$ cat config.mk
export PLATFORM = sky130hd
export DESIGN_NAME = xbus_peripheral_enable_decode
export DESIGN_NICKNAME = d
export VERILOG_FILES = /design/src/rtl/xbus_decode_pkg.sv /design/src/rtl/xbus_enable_if.sv /design/src/rtl/xbus_peripheral_enable_decode.sv /design/src/rtl/xbus_addr_decode.sv /design/src/rtl/xbus_pin_release.sv
export SDC_FILE = /design/constraint.sdc
export NUM_CORES = 1
export LEC_CHECK = 0
export BUFFER_PORTS_ARGS = -buffer_cell sky130_fd_sc_hd__buf_2
export CAP_MARGIN = 20
export CORE_ASPECT_RATIO = 0.8
export CORE_MARGIN = 3
export CORE_UTILIZATION = 45
export CTS_CLUSTER_DIAMETER = 50
export DETAILED_ROUTE_END_ITERATION = 6
export PLACE_DENSITY = 0.91
export SYNTH_ARGS = -nofsm -noshare
export SYNTH_HDL_FRONTEND = slang
export SYNTH_SLANG_ARGS = --single-unit
$ cat constraint.sdc
create_clock -name clock -period 3.6 [get_ports clock]
set_clock_uncertainty 0.1 [all_clocks]
set_input_delay 0.18 -clock clock [delete_from_list [all_inputs] [get_ports clock]]
set_output_delay 0.18 -clock clock [all_outputs]
set_load 0.02 [all_outputs]
$ cat src/rtl/xbus_decode_pkg.sv
// constants and types for the extension-bus peripheral enable and address decoder
// Behaviour
// RQ1 - first can enable gates its range, frees pins
// RQ2 - second can enable gates its range, frees pins
// RQ3 - small ram off sends window external
// RQ4 - large ram off; external only if flash off
// RQ5 - flash off; external only if large ram off
// RQ6 - rtc off; external only if window empty
// RQ7 - pwm off; external only if window empty
// RQ8 - uart off; external only if window empty
// RQ9 - sync serial off; external only if empty
// RQ10 - i2c off; external only if window empty
// RQ11 - misc features off; external only if empty
// RQ12 - whole window external when all disabled
// RQ13 - disabled peripheral pins become general purpose
// RQ14 - reset value enables first can, small ram
// RQ15 - register frozen once global enable set
// RQ16 - emulation forces every enable bit on
// RQ17 - software writes zero to upper bits
// RQ18 - segment 8 decode from latched access pin
// RQ19 - enable bits 0..10 in fixed order
package xbus_decode_pkg;
  localparam int ADDR_W = 24;                               // cpu byte address width
  localparam int REG_W  = 16;                               // register width
  localparam int NUM_EN = 11;                               // implemented enable bits
  localparam logic [15:0] PERIPH_EN_OFFSET = 16'hF024;      // enable register address
  localparam logic [15:0] SYSCFG_OFFSET    = 16'hF026;      // global enable / status
  localparam logic [15:0] PERIPH_EN_RESET  = 16'h0005;      // reset value
  localparam logic [15:0] PERIPH_EN_MASK   = 16'h07FF;      // writable bits
  localparam int SYSCFG_GLOBAL_BIT = 0;                     // global ext bus enable
  localparam int SYSCFG_STRAP_BIT  = 1;                     // latched access pin, read only
  localparam int SYSCFG_EMU_BIT    = 2;                     // emulation mode, read only
  // enable bit positions
  localparam int BIT_CAN1  = 0;
  localparam int BIT_CAN2  = 1;
  localparam int BIT_SRAM  = 2;
  localparam int BIT_LRAM  = 3;
  localparam int BIT_RTC   = 4;
  localparam int BIT_FLASH = 5;
  localparam int BIT_PWM   = 6;
  localparam int BIT_UART  = 7;
  localparam int BIT_SSC   = 8;
  localparam int BIT_I2C   = 9;
  localparam int BIT_MISC  = 10;
  // address windows, inclusive bounds
  localparam logic [23:0] SRAM_LO  = 24'h00E000;
  localparam logic [23:0] SRAM_HI  = 24'h00E7FF;
  localparam logic [23:0] WIN_LO   = 24'h00E800;
  localparam logic [23:0] WIN_HI   = 24'h00EFFF;
  localparam logic [23:0] SSC_LO   = 24'h00E800;
  localparam logic [23:0] UART_LO  = 24'h00E900;
  localparam logic [23:0] I2C_LO   = 24'h00EA00;
  localparam logic [23:0] MISC_LO  = 24'h00EB00;
  localparam logic [23:0] PWM_LO   = 24'h00EC00;
  localparam logic [23:0] RTC_LO   = 24'h00ED00;
  localparam logic [23:0] SLOT_SZ  = 24'h000100;            // 256-byte slot size
  localparam logic [23:0] CAN_LO   = 24'h00EE00;            // can1 / can2 upper slots
  localparam logic [23:0] FLASH_LO = 24'h090000;
  localparam logic [23:0] FLASH_HI = 24'h0EFFFF;
  localparam logic [23:0] LRAM_LO  = 24'h0F0000;
  localparam logic [23:0] LRAM_HI  = 24'h0FFFFF;
  localparam logic [7:0]  SEG8     = 8'h08;
  // routing target of an access
  typedef enum logic [3:0] {
    TGT_NONE, TGT_EXTERNAL, TGT_CAN1, TGT_CAN2, TGT_SRAM, TGT_LRAM, TGT_RTC, TGT_FLASH,
    TGT_PWM, TGT_UART, TGT_SSC, TGT_I2C, TGT_MISC, TGT_IFLASH, TGT_RESERVED
  } target_t;
endpackage

$ cat src/rtl/xbus_enable_if.sv
// enable vector carried from the register block to the decoder
interface xbus_enable_if;
  logic [xbus_decode_pkg::NUM_EN-1:0] effEnable; // enables after emulation override
  logic                               globalEn;  // global ext bus enable
  logic                               strapLatched; // access pin caught on the first clock after reset release
  modport source (output effEnable, output globalEn, output strapLatched);
  modport sink   (input effEnable, input globalEn, input strapLatched);
endinterface

$ cat src/rtl/xbus_peripheral_enable_decode.sv
// enable register, global lock, emulation override and access routing
module xbus_peripheral_enable_decode (
  // clock and reset
  input  wire logic                               clock,
  input  wire logic                               arst_n,
  // straps and mode
  input  wire logic                               extAccessPin,
  input  wire logic                               emulationMode,
  // register port
  input  wire logic [15:0]                        regAddr,
  input  wire logic [15:0]                        regWdata,
  input  wire logic                               regWrite,
  input  wire logic                               regRead,
  output logic      [15:0]                        regRdata,
  // access routing
  input  wire logic [23:0]                        accAddr,
  output xbus_decode_pkg::target_t                accTarget,
  output logic [xbus_decode_pkg::NUM_EN-1:0]      pinGpio,
  output logic [xbus_decode_pkg::NUM_EN-1:0]      effEnable
);
  logic [15:0] enable_reg, enable_next;  // peripheral enable register
  logic        global_reg, global_next;  // global ext bus enable, sticky
  logic        strap_reg, strap_next;          // access pin caught after reset
  logic        strapDone_reg, strapDone_next;  // strap taken
  logic [15:0] rdata_reg, rdata_next;    // read data, one cycle later
  logic [15:0] sysView;                  // configuration register view

  xbus_enable_if ifc ();

  // emulation shows every bit set to the decoder
  assign ifc.effEnable = emulationMode ? {xbus_decode_pkg::NUM_EN{1'b1}}
                                       : enable_reg[xbus_decode_pkg::NUM_EN-1:0]; // [RQ16]
  assign ifc.globalEn  = global_reg;
  assign ifc.strapLatched = strap_reg;
  assign effEnable     = ifc.effEnable;
  assign regRdata      = rdata_reg;

  always_comb begin
    sysView = 16'h0000;
    sysView[xbus_decode_pkg::SYSCFG_GLOBAL_BIT] = global_reg;
    sysView[xbus_decode_pkg::SYSCFG_STRAP_BIT]  = strap_reg;
    sysView[xbus_decode_pkg::SYSCFG_EMU_BIT]    = emulationMode;
  end

  // register writes and read mux
  always_comb begin
    enable_next = enable_reg;
    global_next = global_reg;
    strap_next     = strap_reg;
    strapDone_next = 1'b1;
    rdata_next  = 16'h0000;
    // strap sampled on the first clock after reset release, never by the reset itself
    if (!strapDone_reg) strap_next = extAccessPin; // [RQ18]
    if (regWrite) begin
      if (regAddr == xbus_decode_pkg::PERIPH_EN_OFFSET) begin
        // once globally enabled the map is frozen; upper bits dropped whatever sent
        if (!global_reg) enable_next = regWdata & xbus_decode_pkg::PERIPH_EN_MASK; // [RQ15] [RQ19] [RQ17]
      end else if (regAddr == xbus_decode_pkg::SYSCFG_OFFSET) begin
        // global enable can be set but not cleared short of reset
        if (regWdata[xbus_decode_pkg::SYSCFG_GLOBAL_BIT]) global_next = 1'b1; // [RQ15]
      end
    end
    if (regRead) begin
      if (regAddr == xbus_decode_pkg::PERIPH_EN_OFFSET) begin
        rdata_next = enable_reg & xbus_decode_pkg::PERIPH_EN_MASK; // [RQ19]
      end else if (regAddr == xbus_decode_pkg::SYSCFG_OFFSET) begin
        rdata_next = sysView;
      end else begin
        rdata_next = 16'h0000; // unmapped reads as zero
      end
    end
  end

  always_ff @(posedge clock or negedge arst_n) begin
    if (!arst_n) begin
      enable_reg <= xbus_decode_pkg::PERIPH_EN_RESET; // [RQ14]
      global_reg <= 1'b0;
      strap_reg     <= 1'b0;
      strapDone_reg <= 1'b0;
      rdata_reg  <= 16'h0000;
    end else begin
      enable_reg <= enable_next;
      global_reg <= global_next;
      strap_reg     <= strap_next;
      strapDone_reg <= strapDone_next;
      rdata_reg  <= rdata_next;
    end
  end

  // routing
  xbus_addr_decode uDec (
    .en     (ifc.sink),
    .addr   (accAddr),
    .target (accTarget)
  );

  // pin release
  xbus_pin_release uPins (
    .en      (ifc.sink),
    .pinGpio (pinGpio)
  );

  // frozen register ignores writes
  lockHold_a: assert property (@(posedge clock) disable iff (!arst_n) // [RQ15]
    global_reg && regWrite && regAddr == xbus_decode_pkg::PERIPH_EN_OFFSET
    |=> $stable(enable_reg))
    else $error("enable register changed while locked");
  // unlocked write lands masked
  writeLand_a: assert property (@(posedge clock) disable iff (!arst_n) // [RQ19]
    !global_reg && regWrite && regAddr == xbus_decode_pkg::PERIPH_EN_OFFSET
    |=> enable_reg == ($past(regWdata) & xbus_decode_pkg::PERIPH_EN_MASK))
    else $error("enable write not applied");
  upperZero_a: assert property (@(posedge clock) disable iff (!arst_n) // [RQ17]
    enable_reg[15:11] == 5'h00)
    else $error("upper enable bits set");
  emuForce_a: assert property (@(posedge clock) disable iff (!arst_n) // [RQ16]
    emulationMode |-> &ifc.effEnable)
    else $error("emulation did not force enables");
  pinFree_a: assert property (@(posedge clock) disable iff (!arst_n) // [RQ13]
    pinGpio == ~ifc.effEnable)
    else $error("pin release mismatch");
  smallRam_a: assert property (@(posedge clock) disable iff (!arst_n) // [RQ3]
    accAddr >= xbus_decode_pkg::SRAM_LO && accAddr <= xbus_decode_pkg::SRAM_HI
    && !ifc.effEnable[xbus_decode_pkg::BIT_SRAM] |-> accTarget == xbus_decode_pkg::TGT_EXTERNAL)
    else $error("small ram window not external");
  winExt_a: assert property (@(posedge clock) disable iff (!arst_n) // [RQ12]
    accAddr >= xbus_decode_pkg::WIN_LO && accAddr <= xbus_decode_pkg::WIN_HI
    && (ifc.effEnable & 11'h7D3) == 11'h000 |-> accTarget == xbus_decode_pkg::TGT_EXTERNAL)
    else $error("empty window not external");
  seg8Flash_a: assert property (@(posedge clock) disable iff (!arst_n) // [RQ18]
    accAddr[23:16] == xbus_decode_pkg::SEG8 && strap_reg
    |-> accTarget == xbus_decode_pkg::TGT_IFLASH)
    else $error("segment 8 not internal flash");
  resetVal_a: assert property (@(posedge clock) // [RQ14]
    $rose(arst_n) |-> enable_reg == xbus_decode_pkg::PERIPH_EN_RESET)
    else $error("bad enable reset value");
endmodule

$ cat src/rtl/xbus_addr_decode.sv
// address decoder routing each access to an on-chip module or external memory
module xbus_addr_decode (
  // enables
  xbus_enable_if.sink              en,
  // access
  input  wire logic [23:0]         addr,
  output xbus_decode_pkg::target_t target
);
  logic [xbus_decode_pkg::NUM_EN-1:0] e;     // shorthand
  logic                               winAny; // any shared-window module on
  logic [23:0]                        slotLo; // start of 256-byte slot

  assign e      = en.effEnable;
  assign winAny = e[xbus_decode_pkg::BIT_CAN1] | e[xbus_decode_pkg::BIT_CAN2]
                | e[xbus_decode_pkg::BIT_RTC]  | e[xbus_decode_pkg::BIT_PWM]
                | e[xbus_decode_pkg::BIT_UART] | e[xbus_decode_pkg::BIT_SSC]
                | e[xbus_decode_pkg::BIT_I2C]  | e[xbus_decode_pkg::BIT_MISC];
  assign slotLo = {addr[23:8], 8'h00};

  // a disabled module inside a live window is blocked, not sent out
  always_comb begin
    target = xbus_decode_pkg::TGT_NONE;
    if (addr[23:16] == xbus_decode_pkg::SEG8) begin
      if (en.strapLatched) begin
        target = xbus_decode_pkg::TGT_IFLASH; // [RQ18]
      end else if (!en.globalEn || !(e[xbus_decode_pkg::BIT_LRAM]
                                     | e[xbus_decode_pkg::BIT_FLASH])) begin
        target = xbus_decode_pkg::TGT_EXTERNAL; // [RQ18]
      end else begin
        target = xbus_decode_pkg::TGT_RESERVED; // [RQ18]
      end
    end else if (addr >= xbus_decode_pkg::SRAM_LO && addr <= xbus_decode_pkg::SRAM_HI) begin
      target = e[xbus_decode_pkg::BIT_SRAM] ? xbus_decode_pkg::TGT_SRAM
                                            : xbus_decode_pkg::TGT_EXTERNAL; // [RQ3]
    end else if (addr >= xbus_decode_pkg::WIN_LO && addr <= xbus_decode_pkg::WIN_HI) begin
      if (!winAny) begin
        target = xbus_decode_pkg::TGT_EXTERNAL; // [RQ12]
      end else if (slotLo == xbus_decode_pkg::SSC_LO) begin
        if (e[xbus_decode_pkg::BIT_SSC]) target = xbus_decode_pkg::TGT_SSC; // [RQ9]
      end else if (slotLo == xbus_decode_pkg::UART_LO) begin
        if (e[xbus_decode_pkg::BIT_UART]) target = xbus_decode_pkg::TGT_UART; // [RQ8]
      end else if (slotLo == xbus_decode_pkg::I2C_LO) begin
        if (e[xbus_decode_pkg::BIT_I2C]) target = xbus_decode_pkg::TGT_I2C; // [RQ10]
      end else if (slotLo == xbus_decode_pkg::MISC_LO) begin
        if (e[xbus_decode_pkg::BIT_MISC]) target = xbus_decode_pkg::TGT_MISC; // [RQ11]
      end else if (slotLo == xbus_decode_pkg::PWM_LO) begin
        if (e[xbus_decode_pkg::BIT_PWM]) target = xbus_decode_pkg::TGT_PWM; // [RQ7]
      end else if (slotLo == xbus_decode_pkg::RTC_LO) begin
        if (e[xbus_decode_pkg::BIT_RTC]) target = xbus_decode_pkg::TGT_RTC; // [RQ6]
      end else if (slotLo == xbus_decode_pkg::CAN_LO) begin
        if (e[xbus_decode_pkg::BIT_CAN1]) target = xbus_decode_pkg::TGT_CAN1; // [RQ1]
      end else begin
        if (e[xbus_decode_pkg::BIT_CAN2]) target = xbus_decode_pkg::TGT_CAN2; // [RQ2]
      end
    end else if (addr >= xbus_decode_pkg::FLASH_LO && addr <= xbus_decode_pkg::FLASH_HI) begin
      if (e[xbus_decode_pkg::BIT_FLASH]) target = xbus_decode_pkg::TGT_FLASH; // [RQ5]
      else if (!e[xbus_decode_pkg::BIT_LRAM]) target = xbus_decode_pkg::TGT_EXTERNAL; // [RQ5]
    end else if (addr >= xbus_decode_pkg::LRAM_LO && addr <= xbus_decode_pkg::LRAM_HI) begin
      if (e[xbus_decode_pkg::BIT_LRAM]) target = xbus_decode_pkg::TGT_LRAM; // [RQ4]
      else if (!e[xbus_decode_pkg::BIT_FLASH]) target = xbus_decode_pkg::TGT_EXTERNAL; // [RQ4]
    end else begin
      target = xbus_decode_pkg::TGT_EXTERNAL;
    end
  end
endmodule

$ cat src/rtl/xbus_pin_release.sv
// per-peripheral pin ownership: disabled modules hand pins to general-purpose io
module xbus_pin_release (
  // enables
  xbus_enable_if.sink                      en,
  // pin ownership
  output logic [xbus_decode_pkg::NUM_EN-1:0] pinGpio
);
  // one bit per module; memories have no pins but share the loop for uniformity
  genvar i;
  generate
    for (i = 0; i < xbus_decode_pkg::NUM_EN; i++) begin : gRel
      assign pinGpio[i] = ~en.effEnable[i]; // [RQ13]
    end
  endgenerate
endmodule

After elaboration in Yosys (flattened, before gate mapping) --
Index checks and enable logic that the tools add are counted.
Word-level totals: word-level logic and storage cells 85, flip-flop bits (word level) 30
Operators by class: reductions and logical operators 9, bitwise gates (word level) 21, equality and inequality tests 10, order comparisons 8, multiplexer cells 32
Operators with widths (number):
- 16-bit by 8-bit equality test with 1-bit output (second input constant) | 7
- 4-bit 2-to-1 mux | 22
- 24-bit by 16-bit greater-or-equal comparator with 1-bit output (second input constant) | 2
- 24-bit by 20-bit greater-or-equal comparator with 1-bit output (second input constant) | 2
- 24-bit by 16-bit <= comparator with 1-bit output (second input constant) | 2
- 24-bit by 20-bit <= comparator with 1-bit output (second input constant) | 2
- 11-bit 2-to-1 mux | 3
- 16-bit equality test (second input constant) | 2
- 1-bit inverter | 13
- 3-bit 2-to-1 mux | 3
- 8-bit by 4-bit equality test with 1-bit output (second input constant) | 1
- 1-bit bitwise OR | 8
- 1-bit logical AND | 4
- 2-bit 2-to-1 mux | 2
- 4-bit AND reduction | 1
- 3-bit AND reduction | 1
- 1-bit zero test | 2
- 1-bit 2-to-1 mux | 2
- 1-bit logical OR | 1

Logic depth before layout (Yosys ltp) --
Gate-level depths: netlist (run 1).
depth in word-level cells 13, gate-level depth with buffers 6, mapped depth without buffers 5

Modules after synthesis --
Synthesis (run 1) repeated with hierarchy kept, for this count alone.
Second synthesis, totals: cell total of the unflattened synthesis 161, area total of the unflattened synthesis 1592.8 µm²
Modules (own cells, without submodules):
- xbus_peripheral_enable_decode | times used 1, area an instance 1101.1 µm², cells an instance 82
- xbus_addr_decode | times used 1, area an instance 450.4 µm², cells an instance 68
- xbus_pin_release | times used 1, area an instance 41.3 µm², cells an instance 11

Worst setup path after synthesis (run 1) --
No wires, ideal clock.
kind input-to-output, start point input emulationMode, end point output accTarget[1], setup slack 1.589 ns, required time 3.320 ns, stages 6, arrival 1.731 ns, cells stage by stage clkbuf_1 > clkbuf_1 > nor2_1 > inv_1 > a21oi_1 > o31ai_1
On the way: longest elaborated chain between the ends 13, elaborated cells between the ends (all ways) 31, classes of those cells mux: 21; bitwise: 8; reduce/logical: 2
Ends and longest elaborated chain:
- from (decl) | RTL line xbus_peripheral_enable_decode.sv:8 | input wire logic emulationMode,
- 11-bit 2-to-1 mux (*) | RTL line xbus_peripheral_enable_decode.sv:31 | assign ifc.effEnable = emulationMode ? {xbus_decode_pkg::NUM_EN{1'b1}}
- net effEnable, one bit | RTL line xbus_peripheral_enable_decode.sv:19 | output logic [xbus_decode_pkg::NUM_EN-1:0] effEnable
- 2-bit 2-to-1 mux | RTL line xbus_addr_decode.sv:53 | if (e[xbus_decode_pkg::BIT_CAN2]) target = xbus_decode_pkg::TGT_CAN2;
- 4-bit 2-to-1 mux | RTL line xbus_addr_decode.sv:50 | end else if (slotLo == xbus_decode_pkg::CAN_LO) begin
- 4-bit 2-to-1 mux | RTL line xbus_addr_decode.sv:48 | end else if (slotLo == xbus_decode_pkg::RTC_LO) begin
- 4-bit 2-to-1 mux | RTL line xbus_addr_decode.sv:46 | end else if (slotLo == xbus_decode_pkg::PWM_LO) begin
- 4-bit 2-to-1 mux | RTL line xbus_addr_decode.sv:44 | end else if (slotLo == xbus_decode_pkg::MISC_LO) begin
- 4-bit 2-to-1 mux | RTL line xbus_addr_decode.sv:42 | end else if (slotLo == xbus_decode_pkg::I2C_LO) begin
- 4-bit 2-to-1 mux | RTL line xbus_addr_decode.sv:40 | end else if (slotLo == xbus_decode_pkg::UART_LO) begin
- 4-bit 2-to-1 mux | RTL line xbus_addr_decode.sv:38 | end else if (slotLo == xbus_decode_pkg::SSC_LO) begin
- 4-bit 2-to-1 mux (*) | RTL line xbus_addr_decode.sv:36 | if (!winAny) begin
- 4-bit 2-to-1 mux (*) | RTL line xbus_addr_decode.sv:35 | end else if (addr >= xbus_decode_pkg::WIN_LO && addr <= xbus_decode_pkg::WIN_HI) begin
- 4-bit 2-to-1 mux (*) | RTL line xbus_addr_decode.sv:32 | end else if (addr >= xbus_decode_pkg::SRAM_LO && addr <= xbus_decode_pkg::SRAM_HI) begin
- 4-bit 2-to-1 mux (*) | RTL line xbus_addr_decode.sv:23 | if (addr[23:16] == xbus_decode_pkg::SEG8) begin
- to (decl) | RTL line xbus_peripheral_enable_decode.sv:17 | output xbus_decode_pkg::target_t accTarget,
The timed path passes the listed nets; every way through them passes the cells marked *.

Worst setup path in the final report (run 1) --
start point register enable_reg[5], end point output accTarget[0]
On the way: longest elaborated chain between the ends 8, elaborated cells between the ends (all ways) 14, classes of those cells mux: 11; bitwise: 1; reduce/logical: 2
Ends and longest elaborated chain:
- from (decl) | RTL line xbus_peripheral_enable_decode.sv:21 | logic [15:0] enable_reg, enable_next;
- from (signal assigned) | RTL line xbus_peripheral_enable_decode.sv:76 | enable_reg <= xbus_decode_pkg::PERIPH_EN_RESET;
- from (signal assigned) | RTL line xbus_peripheral_enable_decode.sv:82 | enable_reg <= enable_next;
- 11-bit 2-to-1 mux (*) | RTL line xbus_peripheral_enable_decode.sv:31
- 1-bit 2-to-1 mux | RTL line xbus_addr_decode.sv:60 | else if (!e[xbus_decode_pkg::BIT_FLASH]) target = xbus_decode_pkg::TGT_EXTERNAL;
- 4-bit 2-to-1 mux | RTL line xbus_addr_decode.sv:59 | if (e[xbus_decode_pkg::BIT_LRAM]) target = xbus_decode_pkg::TGT_LRAM;
- 4-bit 2-to-1 mux | RTL line xbus_addr_decode.sv:58 | end else if (addr >= xbus_decode_pkg::LRAM_LO && addr <= xbus_decode_pkg::LRAM_HI) begin
- 4-bit 2-to-1 mux | RTL line xbus_addr_decode.sv:55 | end else if (addr >= xbus_decode_pkg::FLASH_LO && addr <= xbus_decode_pkg::FLASH_HI) begin
- 4-bit 2-to-1 mux | RTL line xbus_addr_decode.sv:35
- 4-bit 2-to-1 mux | RTL line xbus_addr_decode.sv:32
- 4-bit 2-to-1 mux (*) | RTL line xbus_addr_decode.sv:23
Every way passes the cells marked *; elsewhere a longest branch is shown, timed or not.

==> results.cfg, run 1 <==
[outcome]
outcome = finished clean

[worst_setup_path]
endpoint_kind = output pin
crit_type = flip-flop to output pin
r2r_slack_ns = 2.10
path_depth = 5
cp.required_ns = 3.32
rr_endpoint = enable_reg[10]$_DFFE_PN0P_
worst-path-buf-inv = 1
cp_max_fo = 6
timing.rr.start = global_reg$_DFFE_PN0P_
reg2regPathDepth = 3
crit_slowest_cell = dfrtp_1
crit_chain = o31ai_1 -> nor2_1 -> a221oi_1 -> a211o_1 -> buf_2
start_kind = flip-flop
critPathArrivalTime_ns = 1.85
cp_top_family = compound AO/OA/AOI/OAI gates
cp_slowest_stage_delay_ns = 0.44

[floorplanning]
die_y_um = 59.0
die_area_um2 = 4260
die_w_um = 72.3
start_util_pct = 49.1
rows = 18
core_um2 = 3220
pin_count = 104

[placed_design]
post_dp_cell_area_um2 = 2010
io_buffers = 85
hpwlAfterDp_um = 3470
place_ws_ns = 1.55
place.gp.congestion = 0.883
dp.cells = 288

[finish]
final_area_um2 = 2060
area_growth_pct = 30.6
layout.cells.non_filler = 293
nets = 316
n_fill_cell = 271
drive_gt1_share_pct = 45.1
antenna_cells = 0

[global_routing]
antenna_found_initial = 0
grt_usage_pct = 19.5
grt_max_degree = 26
grt.overflow.total = 0
grt_pass1_wl_um = 6620
grt_pass1_vias = 1475

[min_path]
holdPathStages = 2
hp-class = input port to flip-flop
min_from = regWdata[8]
hold_path_end = enable_reg[8]$_DFFE_PN0P_

[logic_synthesis]
synth-main-ff-cell = dfrtp_1
yosysTopAreaCellShare_pct = 36.4
synth_area_leaders = dfrtp_1 36%, mux2_2 9.3%, nor2_1 4.0%
synth-seq-cells = 25
synth_top_area_cell = dfrtp_1
netlist_area_um2 = 1580
yosysMostFrequentCell = dfrtp_1
async_flop_share_pct = 100
synth-edff-count = 0
synth.yosys.seq_area_share_pct = 39.7
syn_inst = 170
syn_avg_cell_area_um2 = 9.30
yosys.cell_types.count = 48
synth_common_cells = 23 x dfrtp_1, 17 x nor2_1, 15 x inv_1, 13 x mux2_2, 8 x and2_1
ys_warn_count = 0

[detailed_routing]
drt-total-wl_um = 4230
drt-wirelength-per-cell_um = 14.4
ant_nets = 0
drc = 0
vias_per_cell = 5.33
drt_pre_antenna_iters = 4
vias = 1561
dr.first_iter.drc_count = 137

[timing]
max_slew.worst_pin.slew_ns = 1.04
period_needed_ns = 2.13
fmax_mhz = 470
hold_viol = 0
fin_ws_ns = 1.47
period_share_pct = 59.1
slew_viol_final = 0
tns_ns = 0
setup-violations-final = 0
slew_headroom_pct = 30.7
rsz0062_at_grt = false

[pwr]
p_total_uw = 564
intPower_uw = 405
p_sw_uw = 159
power_frac_comb_pct = 20.1
p_per_area_nw_per_um2 = 273
swShare_pct = 28.2
ir_drop_mv = 0.222
p_clk_share_pct = 29.6
leakagePower_nw = 1.11
seq_power_share_pct = 50.3

[cts]
clk_latency_ns = 0.27
clock-root-buffer = clkbuf_8
cts_max_level = 1
clock-sinks = 25
cts_tree = built
cts_resized = 0
holdBufCountCts = 1
post-cts-setup-buffers = 0
cts_buffer_depth = 2
cts_buffers = 3
clkTransAtPathRegs_ns = 0.09

[job]
cap_viol_max_count = 0
## metrics by stage
stage	util (%)	hold slack [ns]
floorplan	-	-0.216
global placement	62.3	0.0796
detailed placement	62.3	0.0944
CTS	64.1	0.0391
global route	64.1	0.0436
finish	64.1	0.0411
## cell families after synthesis
family | Yosys count | share of synthesized area [%]
and+or+nand+nor | 71 | 27.0
AOI/OAI and AO/OA | 31 | 14.8
buffers and inverters | 27 | 8.15
DFF | 25 | 39.7
muxes | 13 | 9.26
other | 2 | 0.475
xor gates and xnor gates | 1 | 0.554
## metal layers
layer	part of all wire, %	vias up	GRT usage, %
li1	-	763	-
met1	42	729	25.7
met2	49	67	34.1
met3	8.4	2	4.75
met4	0.38	0	1.34
met5	0	-	0
## power by group through the flow
stage	Clock, mW	Sequential, mW	Combinational, mW
finish	0.167	0.284	0.114
global route	0.182	0.284	0.125
CTS	0.169	0.284	0.114
detailed placement	0	0.289	0.113
global placement	0	0.289	0.110
floorplan	0	0.289	0.0624
## worst max path at each step
stage                              start                     to  slack [ns]
3_5_place_dp                  regAddr[8]  regRdata[1]$_DFF_PN0_        1.55
4_1_cts        enable_reg[5]$_DFFE_PN0P_           accTarget[0]        1.46
2_1_floorplan              emulationMode           accTarget[1]        1.59
5_1_grt        enable_reg[5]$_DFFE_PN0P_           accTarget[0]        1.35
6_report       enable_reg[5]$_DFFE_PN0P_           accTarget[0]        1.47
3_3_place_gp                  regAddr[8]  regRdata[1]$_DFF_PN0_        1.60
## cell usage in the layout (no fill, tap or decap), types with 3 or more instances in the layout
| cell type | Yosys | final |
|---|---|---|
| conb_1 | 2 | 6 |
| o21ai_0 | 3 | 3 |
| nor4_1 | 3 | 3 |
| a21oi_1 | 5 | 5 |
| a22o_1 | 3 | 3 |
| nand3_1 | 3 | 3 |
| nor3_1 | 5 | 5 |
| mux2_2 | 13 | 13 |
| nand2b_1 | 4 | 4 |
| nand2_1 | 7 | 7 |
| nand4_1 | 3 | 3 |
| or2_2 | 4 | 4 |
| buf_2 | 1 | 85 |
| dfrtp_1 | 23 | 23 |
| clkbuf_8 | 0 | 3 |
| o22ai_1 | 3 | 3 |
| o31ai_1 | 4 | 4 |
| nor3b_1 | 3 | 3 |
| and2_1 | 8 | 8 |
| nor2_1 | 17 | 17 |
| inv_1 | 15 | 15 |
## cell type report
type                       count  area (um2)  area share, %
timing repair buffer          87         443           21.5
sequential                    25         628           30.4
multi-input combinational    122         838           40.6
tap                           40        50.0           2.42
inverter                      15        56.3           2.73
clock inverter                 1        7.51          0.364
clock buffer                   3        41.3           2.00
Power figures use the tool's default switching activity.
==> run 2, diff against run 1 <==
--- a/config.mk
+++ b/config.mk
@@ -9,10 +9,10 @@
 export CAP_MARGIN = 20
 export CORE_ASPECT_RATIO = 0.8
 export CORE_MARGIN = 3
-export CORE_UTILIZATION = 45
+export CORE_UTILIZATION = 42
 export CTS_CLUSTER_DIAMETER = 50
 export DETAILED_ROUTE_END_ITERATION = 6
-export PLACE_DENSITY = 0.91
+export PLACE_DENSITY = 0.86
 export SYNTH_ARGS = -nofsm -noshare
 export SYNTH_HDL_FRONTEND = slang
 export SYNTH_SLANG_ARGS = --single-unit
==> constraint.sdc (replaced) <==
create_clock -name clock -period 2.14 [get_ports clock]
set_clock_uncertainty 0.1 [all_clocks]
set_input_delay 0.107 -clock clock [delete_from_list [all_inputs] [get_ports clock]]
set_output_delay 0.107 -clock clock [all_outputs]
set_load 0.02 [all_outputs]
==> run 2 against run 1 <==
Effect of this change: setup slack got worse by 1.3 ns; first-iteration DRC count is 28% lower; critical path depth unchanged; global-route usage rose by 0.43 points; cell count increased by 6.1%; cell area rose by 7.6%; routed wire length is 4.6% higher.
==> results.cfg, run 2 (synthesis results as in run 1) <==
[outcome]
outcome = finished clean

[timing]
period_needed_ns = 1.98
max_slew.worst_pin.slew_ns = 0.523
rsz0062_at_grt = false
slew_headroom_pct = 65.2
period_share_pct = 92.6
fmax_mhz = 505
tns_ns = 0
hold_viol = 0
fin_ws_ns = 0.159
setup-violations-final = 0
slew_viol_final = 0

[global_routing]
antenna_found_initial = 0
grt_usage_pct = 19.9
grt_max_degree = 26
grt_pass1_wl_um = 6890
grt_pass1_vias = 1528
grt.overflow.total = 0

[pwr]
intPower_uw = 698
ir_drop_mv = 0.330
p_sw_uw = 270
leakagePower_nw = 1.17
p_clk_share_pct = 28.6
seq_power_share_pct = 49.4
power_frac_comb_pct = 22.0
swShare_pct = 27.9
p_per_area_nw_per_um2 = 435

[detailed_routing]
drt_pre_antenna_iters = 4
ant_nets = 0
drt-total-wl_um = 4430
vias = 1627
wl_met1_um = 1870
vias_per_cell = 5.23
drc = 0
met3_length_um = 320
drt-wirelength-per-cell_um = 14.2
dr.first_iter.drc_count = 98
wl_met2_um = 2190
dr.max_layer_used = met4

[floorplanning]
pin_count = 104
core_um2 = 3520
start_util_pct = 44.9
rows = 19
die_y_um = 60.9
die_w_um = 74.6
die_area_um2 = 4540

[worst_setup_path]
cp_max_fo = 6
crit_slowest_cell = dfrtp_1
cp.required_ns = 1.93
endpoint_kind = output pin
cp_slowest_stage_delay_ns = 0.44
start_kind = flip-flop
crit_chain = o31ai_1 -> nor2_1 -> a221oi_1 -> a211o_1 -> buf_2
crit_type = flip-flop to output pin
critPathArrivalTime_ns = 1.77
reg2regPathDepth = 3

[cts]
cts_buffers = 3
cts_max_level = 1
clock-root-buffer = clkbuf_8
clk_latency_ns = 0.27
cts_buffer_depth = 2
clock-sinks = 25
clkTransAtPathRegs_ns = 0.09
cts_tree = built
post-cts-setup-buffers = 0

[finish]
nets = 332
layout_common_cells = 85 x buf_2, 23 x dfrtp_1, 17 x nor2_1, 15 x inv_1, 15 x dlygate4sd3_1
layout_commonest_cell = buf_2
n_fill_cell = 306
antenna_cells = 0
drive_gt1_share_pct = 43.1
area_growth_pct = 40.6

[job]
cap_viol_max_count = 0

[min_path]
holdPathStages = 3
hp-class = input port to flip-flop

[placed_design]
place.gp.congestion = 0.927
hpwlAfterDp_um = 3520
place_ws_ns = 0.366
io_buffers = 85
run 2: cell types whose count changed in the layout (fill, tap and decap cells not counted), sizes merged:
| cell | before | now |
|---|---|---|
| buf | 86 | 88 |
| dlygate4sd3 | 1 | 15 |
run 2: layout make-up:
cell class	instances	area, um2	share of cell area, %
flip-flops and latches	25	628	28.3
repair buffers	103	598	26.9
inverters	15	56.3	2.53
multi-input cells	122	838	37.7
well taps	42	52.6	2.36
clock inverters	1	7.51	0.338
clock buffers	3	41.3	1.86
run 2: final timing paths:
check                                                from                           end  slack, ns
worst max-delay path            enable_reg[5]$_DFFE_PN0P_                  accTarget[0]       0.16
worst min-delay path                           regAddr[1]        global_reg$_DFFE_PN0P_       0.02
worst max register to register     global_reg$_DFFE_PN0P_     enable_reg[8]$_DFFE_PN0P_       0.64
worst min register to register    strapDone_reg$_DFF_PN0_  ifc.strapLatched$_DFFE_PN0N_       0.41
max in group asynchronous                          arst_n     enable_reg[0]$_DFFE_PN1P_       1.31
min in group asynchronous                          arst_n         regRdata[3]$_DFF_PN0_       0.25
run 2: metal layers:
metal	global-route usage [%]	vias to the layer above
met4	4.82	0
met2	34.3	77
met3	5.13	8
met1	25.3	748
li1	-	794
met5	0	-
run 2: repair_timing:
action,in CTS,in global routing
endpoints found under the hold margin,36,0
resized for setup,0,0
setup endpoints to repair,0,0
hold buffers,15,0
run 2: critical path, delay by kind of cell, from the launching register on:
kind | cells | cell delay [ns]
compound gates | 3 | 0.79
flops | 1 | 0.44
buf+inv | 1 | 0.16
simple gates | 1 | 0.12
run 2: power groups by stage:
stage	Sequential, mW	Combinational, mW	Clock, mW
after floorplan	0.486	0.105	0
after global placement	0.487	0.186	0
after detailed placement	0.487	0.190	0
after CTS	0.478	0.212	0.287
after global routing	0.478	0.234	0.304
final	0.478	0.213	0.277
run 2: metrics by stage:
stage          hold WS (ns)  cell area [um2]  utilization [%]  cells  total power, mW
6_report             0.0178             2220             63.2    311            0.968
5_1_grt              0.0201             2220             63.2    311             1.02
4_1_cts              0.0117             2220             63.2    311            0.977
3_5_place_dp         0.0237             2020             57.5    292            0.677
3_3_place_gp        0.00870             2020             57.5    292            0.673
2_1_floorplan        -0.289             1600                -    174            0.591
